==> config.mk <==
export PLATFORM = sky130hd
export DESIGN_NAME = ogc_calib
export DESIGN_NICKNAME = d
export VERILOG_FILES = /design/src/ogc_pkg.sv /design/src/ogc_calib.sv
export VERILOG_INCLUDE_DIRS = /design/src
export SDC_FILE = /design/constraint.sdc
export NUM_CORES = 1
export LEC_CHECK = 0
export BUFFER_PORTS_ARGS = -buffer_cell sky130_fd_sc_hd__buf_4
export CAP_MARGIN = 5
export CORE_UTILIZATION = 55
export DETAILED_ROUTE_END_ITERATION = 8
export GPL_ROUTABILITY_DRIVEN = 0
export PLACE_DENSITY_LB_ADDON = 0.25
export SLEW_MARGIN = 10
export SYNTH_ARGS = -nofsm -noshare
export SYNTH_HDL_FRONTEND = slang
export SYNTH_SLANG_ARGS = --single-unit
==> constraint.sdc <==
create_clock -name i_core_clk -period 17.6 [get_ports i_core_clk]
set_input_delay 2.64 -clock i_core_clk [delete_from_list [all_inputs] [get_ports i_core_clk]]
set_output_delay 2.64 -clock i_core_clk [all_outputs]
set_load 0.05 [all_outputs]
==> src/ogc_cfg.svh <==
`ifndef OGC_CFG_SVH
`define OGC_CFG_SVH

// Core clock rate and the calibrate lead time before chip select may fall.
`define OGC_CLK_MHZ              100
`define OGC_CALIBRATE_LEAD_NS    10
// The lead time is a least time, so it is rounded up to whole core cycles.
`define OGC_CALIBRATE_LEAD_CYC   (((`OGC_CALIBRATE_LEAD_NS * `OGC_CLK_MHZ) + 999) / 1000)

// Serial clock counts within one chip-select frame.
`define OGC_CONV_SCLKS           6'h13
`define OGC_WRITE_SCLKS          6'h11
`define OGC_SHIFT_SCLKS          6'h10
`define OGC_EDGE_MAX             6'h3f
`define OGC_LEAD_MAX             8'hff

// Register addresses carried in the first four bits of a write.
`define OGC_ADDR_CONTROL         4'h1
`define OGC_ADDR_OFFSET_A        4'h2
`define OGC_ADDR_OFFSET_B        4'h3
`define OGC_ADDR_GAIN_A          4'h4
`define OGC_ADDR_GAIN_B          4'h5

// Field positions.
`define OGC_CTRL_CAL_BIT         0
`define OGC_GAIN_MSB             11
`define OGC_GAIN_LSB             5
`define OGC_OFFSET_SIGN          11

// Reset values and arithmetic constants.
`define OGC_REG_RESET            12'h000
`define OGC_GAIN_RESET           7'h00
`define OGC_GAIN_UNITY           14'sh1000
`define OGC_GAIN_SHIFT           12
`define OGC_OFFSET_LIMIT         12'h080
`define OGC_CODE_MAX             15'sh07ff
`define OGC_CODE_MIN             15'sh7800

`endif

==> src/ogc_pkg.sv <==
`include "ogc_cfg.svh"

package ogc_pkg;

	typedef enum logic [1:0] {OGC_IDLE, OGC_CONV, OGC_CAL, OGC_DONE} ogc_phase_type;

	typedef struct packed {
		logic [11:0] control;
		logic [11:0] channel_a_offset;
		logic [11:0] channel_b_offset;
		logic [6:0]  channel_a_gain_trim;
		logic [6:0]  channel_b_gain_trim;
	} ogc_regs_type;

	typedef struct packed {
		logic [11:0] a;
		logic [11:0] b;
	} ogc_result_type;

	typedef struct packed {
		logic           cs_s1, cs_s2, cs_d;
		logic           sclk_s1, sclk_s2, sclk_d;
		logic           din_s1, din_s2;
		logic           cal_s1, cal_s2, cal_d;
		ogc_phase_type  phase;
		logic [5:0]     edge_cnt;
		logic [15:0]    shift;
		logic [7:0]     lead_cnt;
		logic           cal_active, cal_done, cal_inacc;
		logic           corrupt, res_valid, res_corrupt;
		ogc_result_type res;
		ogc_regs_type   regs;
	} ogc_state_type;

endpackage

==> src/ogc_calib.sv <==
`timescale 1ns/100ps
// Functional notes
// - Calibrate pin high starts calibration at CS fall.
// - Calibration lasts CS fall plus 19 clocks.
// - Pin held high keeps calibrating every frame.
// - Short lead time spoils only that calibration.
// - Pin rising mid conversion corrupts that result.
// - Calibration complete after the 19th clock.
// - First frame after pin low converts normally.
// - Control calibrate bit starts calibration, corrupts current.
// - Shorted-input codes stored, subtracted from results.
// - Gain change keeps old offset until recalibrated.
// - Offset correction spans plus or minus 128 from calibration; host writes are unclamped.
// - Offset registers are 12 bits, host writable.
// - Each channel owns its gain trim register.
// - Gain trim scales result by one plus-minus x/4096.
// - Sign zero subtracts, sign one adds factor.
// - All-zero gain trim multiplies by one.
// - Write is 4 address, 12 data, commit clock.
// - Addresses 2,3 offsets; 4,5 gain trims.
// - Gain writes keep seven bits after address.
// - Reset clears every register to zero.
module ogc_calib
	import ogc_pkg::*;
#(
	parameter int unsigned P_LEAD_CYC = `OGC_CALIBRATE_LEAD_CYC
) (
	input  wire logic        i_core_clk,            // Core clock, 100 MHz.
	input  wire logic        i_srst,                // Synchronous reset, active high.
	input  wire logic        i_cs_n,                // Chip select pin, active low.
	input  wire logic        i_sclk,                // Serial clock pin.
	input  wire logic        i_serial_data_input,   // Serial data pin.
	input  wire logic        i_cal_pin,             // Calibrate pin, active high.
	input  wire logic [11:0] i_conv_a,              // Raw channel A code from converter.
	input  wire logic [11:0] i_conv_b,              // Raw channel B code from converter.
	output logic             o_cal_active,          // Inputs shorted, calibrating.
	output logic             o_cal_done,            // Calibration frame finished.
	output logic             o_cal_inaccurate,      // Current calibration is spoiled.
	output logic             o_result_valid,        // Corrected result ready.
	output logic             o_result_corrupt,      // Frame result is corrupted.
	output ogc_result_type   o_result,              // Corrected result pair.
	output ogc_regs_type     o_regs                 // Register contents.
);

	ogc_state_type st;
	ogc_state_type next_st;
	logic          cs_fall;
	logic          cs_rise;
	logic          cal_rise;
	logic          sclk_fall;
	logic          sclk_cnt_fall;
	logic [5:0]    cnt_n;
	logic [11:0]   wr_data;

	// Offset subtraction works in sign-magnitude, so the measured code is folded.
	function automatic logic [11:0] ogc_to_sm(input logic [11:0] raw);
		logic [11:0] mag;
		mag = raw[11] ? (12'h000 - raw) : raw;
		if (mag > `OGC_OFFSET_LIMIT) begin
			mag = `OGC_OFFSET_LIMIT;
		end
		return {raw[11], mag[10:0]};
	endfunction

	// Gain first, then offset, then clamp, so a trimmed full scale cannot wrap.
	function automatic logic [11:0] ogc_correct(input logic [11:0] raw,
	                                            input logic [6:0]  gain,
	                                            input logic [11:0] off);
		logic signed [13:0] mult;
		logic signed [25:0] prod;
		logic signed [14:0] val;
		logic signed [14:0] offs;
		mult = gain[6] ? (`OGC_GAIN_UNITY + $signed({8'h00, gain[5:0]}))
		               : (`OGC_GAIN_UNITY - $signed({8'h00, gain[5:0]}));
		prod = $signed(raw) * mult;
		val  = 15'(prod >>> `OGC_GAIN_SHIFT);
		offs = off[`OGC_OFFSET_SIGN] ? -$signed({4'h0, off[10:0]})
		                             : $signed({4'h0, off[10:0]});
		val  = val - offs;
		if (val > `OGC_CODE_MAX) begin
			val = `OGC_CODE_MAX;
		end else if (val < $signed(`OGC_CODE_MIN)) begin
			val = $signed(`OGC_CODE_MIN);
		end
		return val[11:0];
	endfunction

	// Edge detection only looks at the second synchroniser stage and later.
	assign cs_fall       = st.cs_d & ~st.cs_s2;
	assign cs_rise       = ~st.cs_d & st.cs_s2;
	assign cal_rise      = st.cal_s2 & ~st.cal_d;
	assign sclk_fall     = st.sclk_d & ~st.sclk_s2;
	// A clock edge landing with the chip-select fall is not counted.
	assign sclk_cnt_fall = sclk_fall & ~st.cs_s2 & ~st.cs_d & (st.phase != OGC_IDLE);
	assign cnt_n         = st.edge_cnt + 6'h01;
	assign wr_data       = st.shift[11:0];

	// Next-state logic for the whole block.
	always_comb begin
		next_st             = st;
		next_st.cs_s1       = i_cs_n;
		next_st.cs_s2       = st.cs_s1;
		next_st.cs_d        = st.cs_s2;
		next_st.sclk_s1     = i_sclk;
		next_st.sclk_s2     = st.sclk_s1;
		next_st.sclk_d      = st.sclk_s2;
		next_st.din_s1      = i_serial_data_input;
		next_st.din_s2      = st.din_s1;
		next_st.cal_s1      = i_cal_pin;
		next_st.cal_s2      = st.cal_s1;
		next_st.cal_d       = st.cal_s2;
		next_st.cal_done    = 1'b0;
		next_st.res_valid   = 1'b0;
		next_st.res_corrupt = 1'b0;

		// Lead timer measures how long the pin has been high before chip select falls.
		if (!st.cal_s2) begin
			next_st.lead_cnt = 8'h00;
		end else if (st.lead_cnt != `OGC_LEAD_MAX) begin
			next_st.lead_cnt = st.lead_cnt + 8'h01;
		end

		// A pin rising mid conversion spoils the samples already taken.
		if (cal_rise && st.phase == OGC_CONV) begin
			next_st.corrupt = 1'b1;
		end

		if (cs_rise) begin
			next_st.phase      = OGC_IDLE;
			next_st.cal_active = 1'b0;
		end else if (cs_fall) begin
			next_st.edge_cnt = 6'h00;
			next_st.shift    = 16'h0000;
			next_st.corrupt  = 1'b0;
			if (st.cal_s2 || st.regs.control[`OGC_CTRL_CAL_BIT]) begin
				// The host must keep both converters powered through this frame.
				next_st.phase      = OGC_CAL;
				next_st.cal_active = 1'b1;
				next_st.cal_inacc  = st.cal_s2 && (st.lead_cnt < 8'(P_LEAD_CYC));
				next_st.regs.control[`OGC_CTRL_CAL_BIT] = 1'b0;
			end else begin
				next_st.phase      = OGC_CONV;
				next_st.cal_active = 1'b0;
				next_st.cal_inacc  = 1'b0;
			end
		end else if (sclk_cnt_fall) begin
			if (st.edge_cnt != `OGC_EDGE_MAX) begin
				next_st.edge_cnt = cnt_n;
			end
			// Address and data bits arrive MSB first on the first sixteen edges.
			if (cnt_n <= `OGC_SHIFT_SCLKS) begin
				next_st.shift = {st.shift[14:0], st.din_s2};
			end
			// The seventeenth edge commits the write to the addressed register.
			if (cnt_n == `OGC_WRITE_SCLKS) begin
				case (st.shift[15:12])
					`OGC_ADDR_CONTROL: begin
						next_st.regs.control = wr_data;
						if (wr_data[`OGC_CTRL_CAL_BIT] && st.phase == OGC_CONV) begin
							next_st.corrupt = 1'b1;
						end
					end
					`OGC_ADDR_OFFSET_A: begin
						next_st.regs.channel_a_offset = wr_data;
					end
					`OGC_ADDR_OFFSET_B: begin
						next_st.regs.channel_b_offset = wr_data;
					end
					`OGC_ADDR_GAIN_A: begin
						next_st.regs.channel_a_gain_trim =
							wr_data[`OGC_GAIN_MSB:`OGC_GAIN_LSB];
					end
					`OGC_ADDR_GAIN_B: begin
						next_st.regs.channel_b_gain_trim =
							wr_data[`OGC_GAIN_MSB:`OGC_GAIN_LSB];
					end
					default: begin
					end
				endcase
			end
			// The nineteenth edge ends the conversion or calibration frame.
			if (cnt_n == `OGC_CONV_SCLKS) begin
				case (st.phase)
					OGC_CONV: begin
						next_st.res_valid   = ~next_st.corrupt;
						next_st.res_corrupt = next_st.corrupt;
						next_st.res.a = ogc_correct(i_conv_a, st.regs.channel_a_gain_trim,
						                            st.regs.channel_a_offset);
						next_st.res.b = ogc_correct(i_conv_b, st.regs.channel_b_gain_trim,
						                            st.regs.channel_b_offset);
						next_st.phase = OGC_DONE;
					end
					OGC_CAL: begin
						next_st.cal_done   = 1'b1;
						next_st.cal_active = 1'b0;
						next_st.phase      = OGC_DONE;
						// A spoiled measurement is dropped; the old offset stays in use.
						if (!st.cal_inacc) begin
							next_st.regs.channel_a_offset = ogc_to_sm(i_conv_a);
							next_st.regs.channel_b_offset = ogc_to_sm(i_conv_b);
						end
					end
					default: begin
					end
				endcase
			end
		end
	end

	// State register; chip select rests high so no false edge follows reset.
	always_ff @(posedge i_core_clk) begin
		if (i_srst) begin
			st         <= '0;
			st.cs_s1   <= 1'b1;
			st.cs_s2   <= 1'b1;
			st.cs_d    <= 1'b1;
		end else begin
			st <= next_st;
		end
	end

	// Outputs come straight from the state register.
	assign o_cal_active     = st.cal_active;
	assign o_cal_done       = st.cal_done;
	assign o_cal_inaccurate = st.cal_inacc;
	assign o_result_valid   = st.res_valid;
	assign o_result_corrupt = st.res_corrupt;
	assign o_result         = st.res;
	assign o_regs           = st.regs;
endmodule

Word level (Yosys, flattened, before mapping) --
Index checks and enable logic that the tools add are counted.
Storage, ports and cells: register bits after elaboration 123, bits of input ports 30, output and inout bits 79, logic and storage cells 160
Cells by class: bitwise logic cells 18, eq/ne operators 12, $add $sub $neg 12, multiplexer cells 50, magnitude comparators 8, multiply operators 2, reductions and logical operators 29
Operators by type and width (count):
- $mux 77 | 2
- $mux 24 | 5
- $mux 12 | 9
- $mul 12x14->26 | 2
- $mux 26 | 2
- $mux 50 | 1
- $mux 38 | 1
- $mux 37 | 1
- $gt 15x12->1 const B | 2
- $lt 15x12->1 const B | 2
- $mux 15 | 2
- $neg 11->15 | 2
- $sub 14x15->15 | 2
- $add 13x6->14 const A | 2
- $mux 14 | 2
- $sub 13x6->14 const A | 2
- $reduce_and 5->1 | 5
- $gt 12x8->1 const B | 2
- $sub 1x12->12 const A | 2
- $mux 11 | 2
- $reduce_bool 2->1 | 9
- $mux 16 | 1
- $reduce_and 3->1 | 5
- $mux 7 | 2
- 24 further kinds | 64

Logic depth before layout (Yosys ltp) --
depth after elaboration 16, mapped depth 39, gate-level depth less buffers 37

Worst setup path after synthesis --
No wires, ideal clock.
path type input port to flip-flop, start point input i_conv_b[4], end point register st (netlist bit o_result[0]), path buffers 2, library setup time 0.079 ns, setup slack 7.620 ns, arrival 9.901 ns, cell stages on the path 31, required time 17.521 ns, path through clkbuf_1 > clkbuf_1 > nand2_1 > fa_1 > fa_1 > fa_1 > inv_1 > fa_1 > inv_1 > fa_1 > inv_1 > ha_1 > a2111oi_0 > nand2_1 > a31oi_1 > o31ai_1 > a21oi_1 > o21bai_1 > a41o_1 > o21a_1 > nor2_1 > ha_1 > and3_1 > and3_1 > a2111oi_0 > o21bai_1 > xor2_1 > xnor3_1 > a31oi_2 > nor2_2 > a211oi_2
Between the ends: cells in the longest elaborated chain, start to end 5, elaborated cells on any way between the ends 6, classes of those cells add/sub: 1; mul: 1; order compare: 2; mux: 2
RTL lines:
- start, declared | line ogc_calib.sv:35 | input wire logic [11:0] i_conv_b,
- $mul 12x14->26 (*) | line ogc_calib.sv:75 | prod = $signed(raw) * mult;
- $sub 14x15->15 (*) | line ogc_calib.sv:79 | val = val - offs;
- $lt 15x12->1 | line ogc_calib.sv:82 | end else if (val < $signed(`OGC_CODE_MIN)) begin
- $mux 12 | line ogc_calib.sv:82
- $mux 12 (*) | line ogc_calib.sv:80 | if (val > `OGC_CODE_MAX) begin
- end signal, assigned | line ogc_calib.sv:218 | st <= next_st;
- end, declared | line ogc_calib.sv:45 | ogc_state_type st;
Mark *: on every way between the ends. The rest lies on a longest branch, timed or not. A chain may end at the register's enable or synchronous reset.

Final worst setup path --
start point input i_conv_a[1], end point register st (netlist bit o_result[12])
Between the ends: cells in the longest elaborated chain, start to end 5, elaborated cells on any way between the ends 6, classes of those cells add/sub: 1; mul: 1; order compare: 2; mux: 2
RTL lines:
- start, declared | line ogc_calib.sv:34 | input wire logic [11:0] i_conv_a,
- $mul 12x14->26 (*) | line ogc_calib.sv:75
- $sub 14x15->15 (*) | line ogc_calib.sv:79
- $lt 15x12->1 | line ogc_calib.sv:82
- $mux 12 | line ogc_calib.sv:82
- $mux 12 (*) | line ogc_calib.sv:80
Marked as above.

==> implementation parameters <==
Parameter                              Value

Status
  Result of the run    complete, no violations

Worst setup path
  Critical path capture point type    flop
  Worst EP arrival    10700 ps
  Crit path largest cell delay    780 ps
  Critical path launch point    i_conv_a[1]
  Worst reg2reg path startpoint    o_regs[0]
  Critical path data required time    17850 ps
  Element type at the critical path start    primary input
  Critical setup path kind    primary input to flop
  Top fanout value on the critical path    11
  Cell type of the slowest stage on the worst timing path    sky130_fd_sc_hd__a31oi_1

Detailed routing
  Remaining number of nets flagged by the antenna check after routing    0
  Vias    14200
  Detail-routed net length per standard cell    17.1 µm
  Number of search-and-repair iterations in the first detailed-routing pass    5
  Total routed wirelength    42900 µm
  Remaining DRCs    0
  DR iter-0 viols    945
  Via/cell ratio    5.66

STA
  Worst clock skew on the final layout    17.0 ps
  Worst Max-Slew Pin Slew    1250 ps
  Setup slack after layout    7150 ps
  Setup TNS after final layout    0 ps
  Final Setup Violations    0
  Count of final hold-check violations    0
  Final worst-path cycle share    59.4%
  Maximum clock frequency    0.0957 GHz
  RSZ-0062 raised after global routing    no
  Slew margin rel.    16.6%
  Min cycle time layout    10450 ps
  Fin. max-slew vios    0

Final layout
  Post-synthesis to final-layout area growth    5.94%
  Cell area after layout    18700 µm²
  Sequential Area    2460 µm²
  Multi-input gate area in the final layout    13000 µm²
  Antenna fix cells    0
  # nets final    2539
  Number of filler instances in the final layout    2841
  Layout cells sized above 1    8.41%

Clock tree
  Post-CTS Setup Inserts    0
  # hold bufs at CTS    0
  Clk root buf    sky130_fd_sc_hd__clkbuf_16
  CTS tree    yes
  Level count of the clock H-tree    4
  Count of clock tree sinks    123
  Resize count post-CTS    0
  Clock slew seen by the registers of the worst setup and hold paths    60 ps
  Maximum root-to-sink buffer count    2
  Worst-Skew Late Latency    420 ps
  Cts bufs inserted    17

Floorplanning
  Standard-cell rows    65
  Core area    31600 µm²
  Top Ports    109
  Vertical die dimension    181 µm
  Horizontal die dimension    181 µm
  Effective utilization at floorplan    55.9%
  Die Outline Area    32800 µm²

Synth
  Post-synthesis sequential element count    123
  Distinct cell type count after synthesis    73
  Count of flip-flops with a built-in enable after synthesis    0
  Cell count after synthesis    2113
  Post-synth design cell area    17600 µm²
  Synthesized Nets    2560
  Cell types with the largest area share after synthesis    sky130_fd_sc_hd__fa_1, sky130_fd_sc_hd__ha_1, sky130_fd_sc_hd__dfxtp_1
  Sequential fraction of the synthesis area    14.0%
  Most used flip-flop cell after synthesis    sky130_fd_sc_hd__dfxtp_1
  Mean Syn Cell Area    8.35 µm²
  Warning count from the yosys run    0
  Most frequently used cell type in the post-synthesis netlist    sky130_fd_sc_hd__inv_1
  Post-synth top cells    sky130_fd_sc_hd__inv_1, sky130_fd_sc_hd__fa_1, sky130_fd_sc_hd__nand2_1
  Post-synth top area share    25.0%
  Fraction of synthesis flops using an asynchronous set or reset pin    0%
  Cell type contributing the most total cell area after synthesis    sky130_fd_sc_hd__fa_1

Global route
  Met3 layer usage reported by global route    4.11%
  Met1 usage    35.5%
  Vias in the first global route    14500
  Met2 track demand over resource    47.8%
  Gr ovfl total    0
  Wire length of the first global-routing pass    72700 µm
  Routing layer with the top usage in global route    met2
  Antenna violations before repair    0
  Global-route usage over all layers    27.6%
  Pin count of the biggest net entering global routing    114

Power
  Highest ir drop seen on vdd    0.0603 mV
  Leakage power figure    9.28 nW
  Power density of the placed cells    49.8 nW/µm²

Min path
  Launch instance of the worst min-delay path    next_st[121]
  Type of the tightest min-delay check    flop to flop

Placed design
  IO buf count    108
  Post-DP HPWL    34300 µm
  Setup slack after placement    6770 ps
  Placed cell areas    18100 µm²

Flow run
  Max-cap check violation count    0
## per-stage QoR
step	power [mW]	hold WS (ps)	std cells	utilization, %
2_1_floorplan	0.542	389	2113	-
3_5_place_dp	0.613	404	2475	57.5
3_3_place_gp	0.609	410	2475	57.5
6_report	0.931	411	2507	59.2
4_1_cts	0.932	413	2507	59.2
5_1_grt	0.992	427	2507	59.2
## final timing paths
kind                                      to  cells after the start  slack, ps
worst max-delay path            o_result[12]                     31       7150
worst min-delay path            next_st[120]                      1        410
worst max register to register   o_result[9]                     35       7340
worst min register to register  next_st[120]                      1        410
## layer usage
| metal | routed length [µm] | up-vias |
|---|---|---|
| met3 | 2550 | 71 |
| met2 | 21100 | 431 |
| met4 | 994 | 0 |
| met1 | 18200 | 6981 |
| met5 | 0 | - |
| li1 | - | 6710 |
## worst max-delay path, delay by kind of cell
kind | cells | cell delay (ps)
adder cells (fa/ha/maj) | 7 | 3170
AND/OR/NAND/NOR | 6 | 1370
AO/OA/AOI/OAI | 11 | 2750
XOR/XNOR | 1 | 250
buffers and inverters | 6 | 490
## registers in the layout, indices dropped and copies added (netlist names)
register and cells:
next_st 7, o_cal_done 1, o_result 24, o_result_valid 1, o_result_corrupt 1, st 37, o_cal_inaccurate 1, o_cal_active 1
o_regs 50
## kinds of logic (layout without fill, tap and decap cells)
group / Yosys count / count (layout) / share of synthesized area [%]
buf+inv: 502 / 494 / 12.3
xor+xnor: 93 / 93 / 4.70
flops: 123 / 123 / 14.0
fa+ha+maj: 417 / 417 / 38.9
simple gates: 652 / 652 / 17.8
mux: 22 / 22 / 1.26
compound gates: 304 / 304 / 11.1
## placed cells by master, fill, tap and decap left out, types with 16 or more instances in the layout
cell type	n
sky130_fd_sc_hd__dfxtp_1	123
sky130_fd_sc_hd__nor3_1	26
sky130_fd_sc_hd__nand2_1	219
sky130_fd_sc_hd__a21o_1	17
sky130_fd_sc_hd__a211oi_1	23
sky130_fd_sc_hd__and2_1	67
sky130_fd_sc_hd__inv_1	347
sky130_fd_sc_hd__nand3_1	50
sky130_fd_sc_hd__a21oi_1	101
sky130_fd_sc_hd__ha_1	197
sky130_fd_sc_hd__xor2_1	43
sky130_fd_sc_hd__a22oi_1	18
sky130_fd_sc_hd__o21ai_0	53
sky130_fd_sc_hd__xnor2_1	49
sky130_fd_sc_hd__nor2b_1	24
sky130_fd_sc_hd__fa_1	220
sky130_fd_sc_hd__and3_1	16
sky130_fd_sc_hd__buf_4	115
sky130_fd_sc_hd__mux2i_1	20
sky130_fd_sc_hd__nor2_1	149
sky130_fd_sc_hd__nand3b_1	16
sky130_fd_sc_hd__clkbuf_16	17
## area by class of cell
| type | count | area share [%] |
|---|---|---|
| well taps | 402 | 2.69 |
| clock inverters | 14 | 0.603 |
| repair buffers | 115 | 4.62 |
| clock buffers | 18 | 2.30 |
| inverters | 347 | 6.97 |
| multi-input cells | 1488 | 69.6 |
| flip-flops and latches | 123 | 13.2 |
## where the power goes
group	leakage, nW	switching, mW	internal [mW]
combinational	8.04	0.195	0.137
sequential	0.993	0.000867	0.280
clock	0.251	0.136	0.182
No activity file was read; power rests on OpenSTA's default activity.
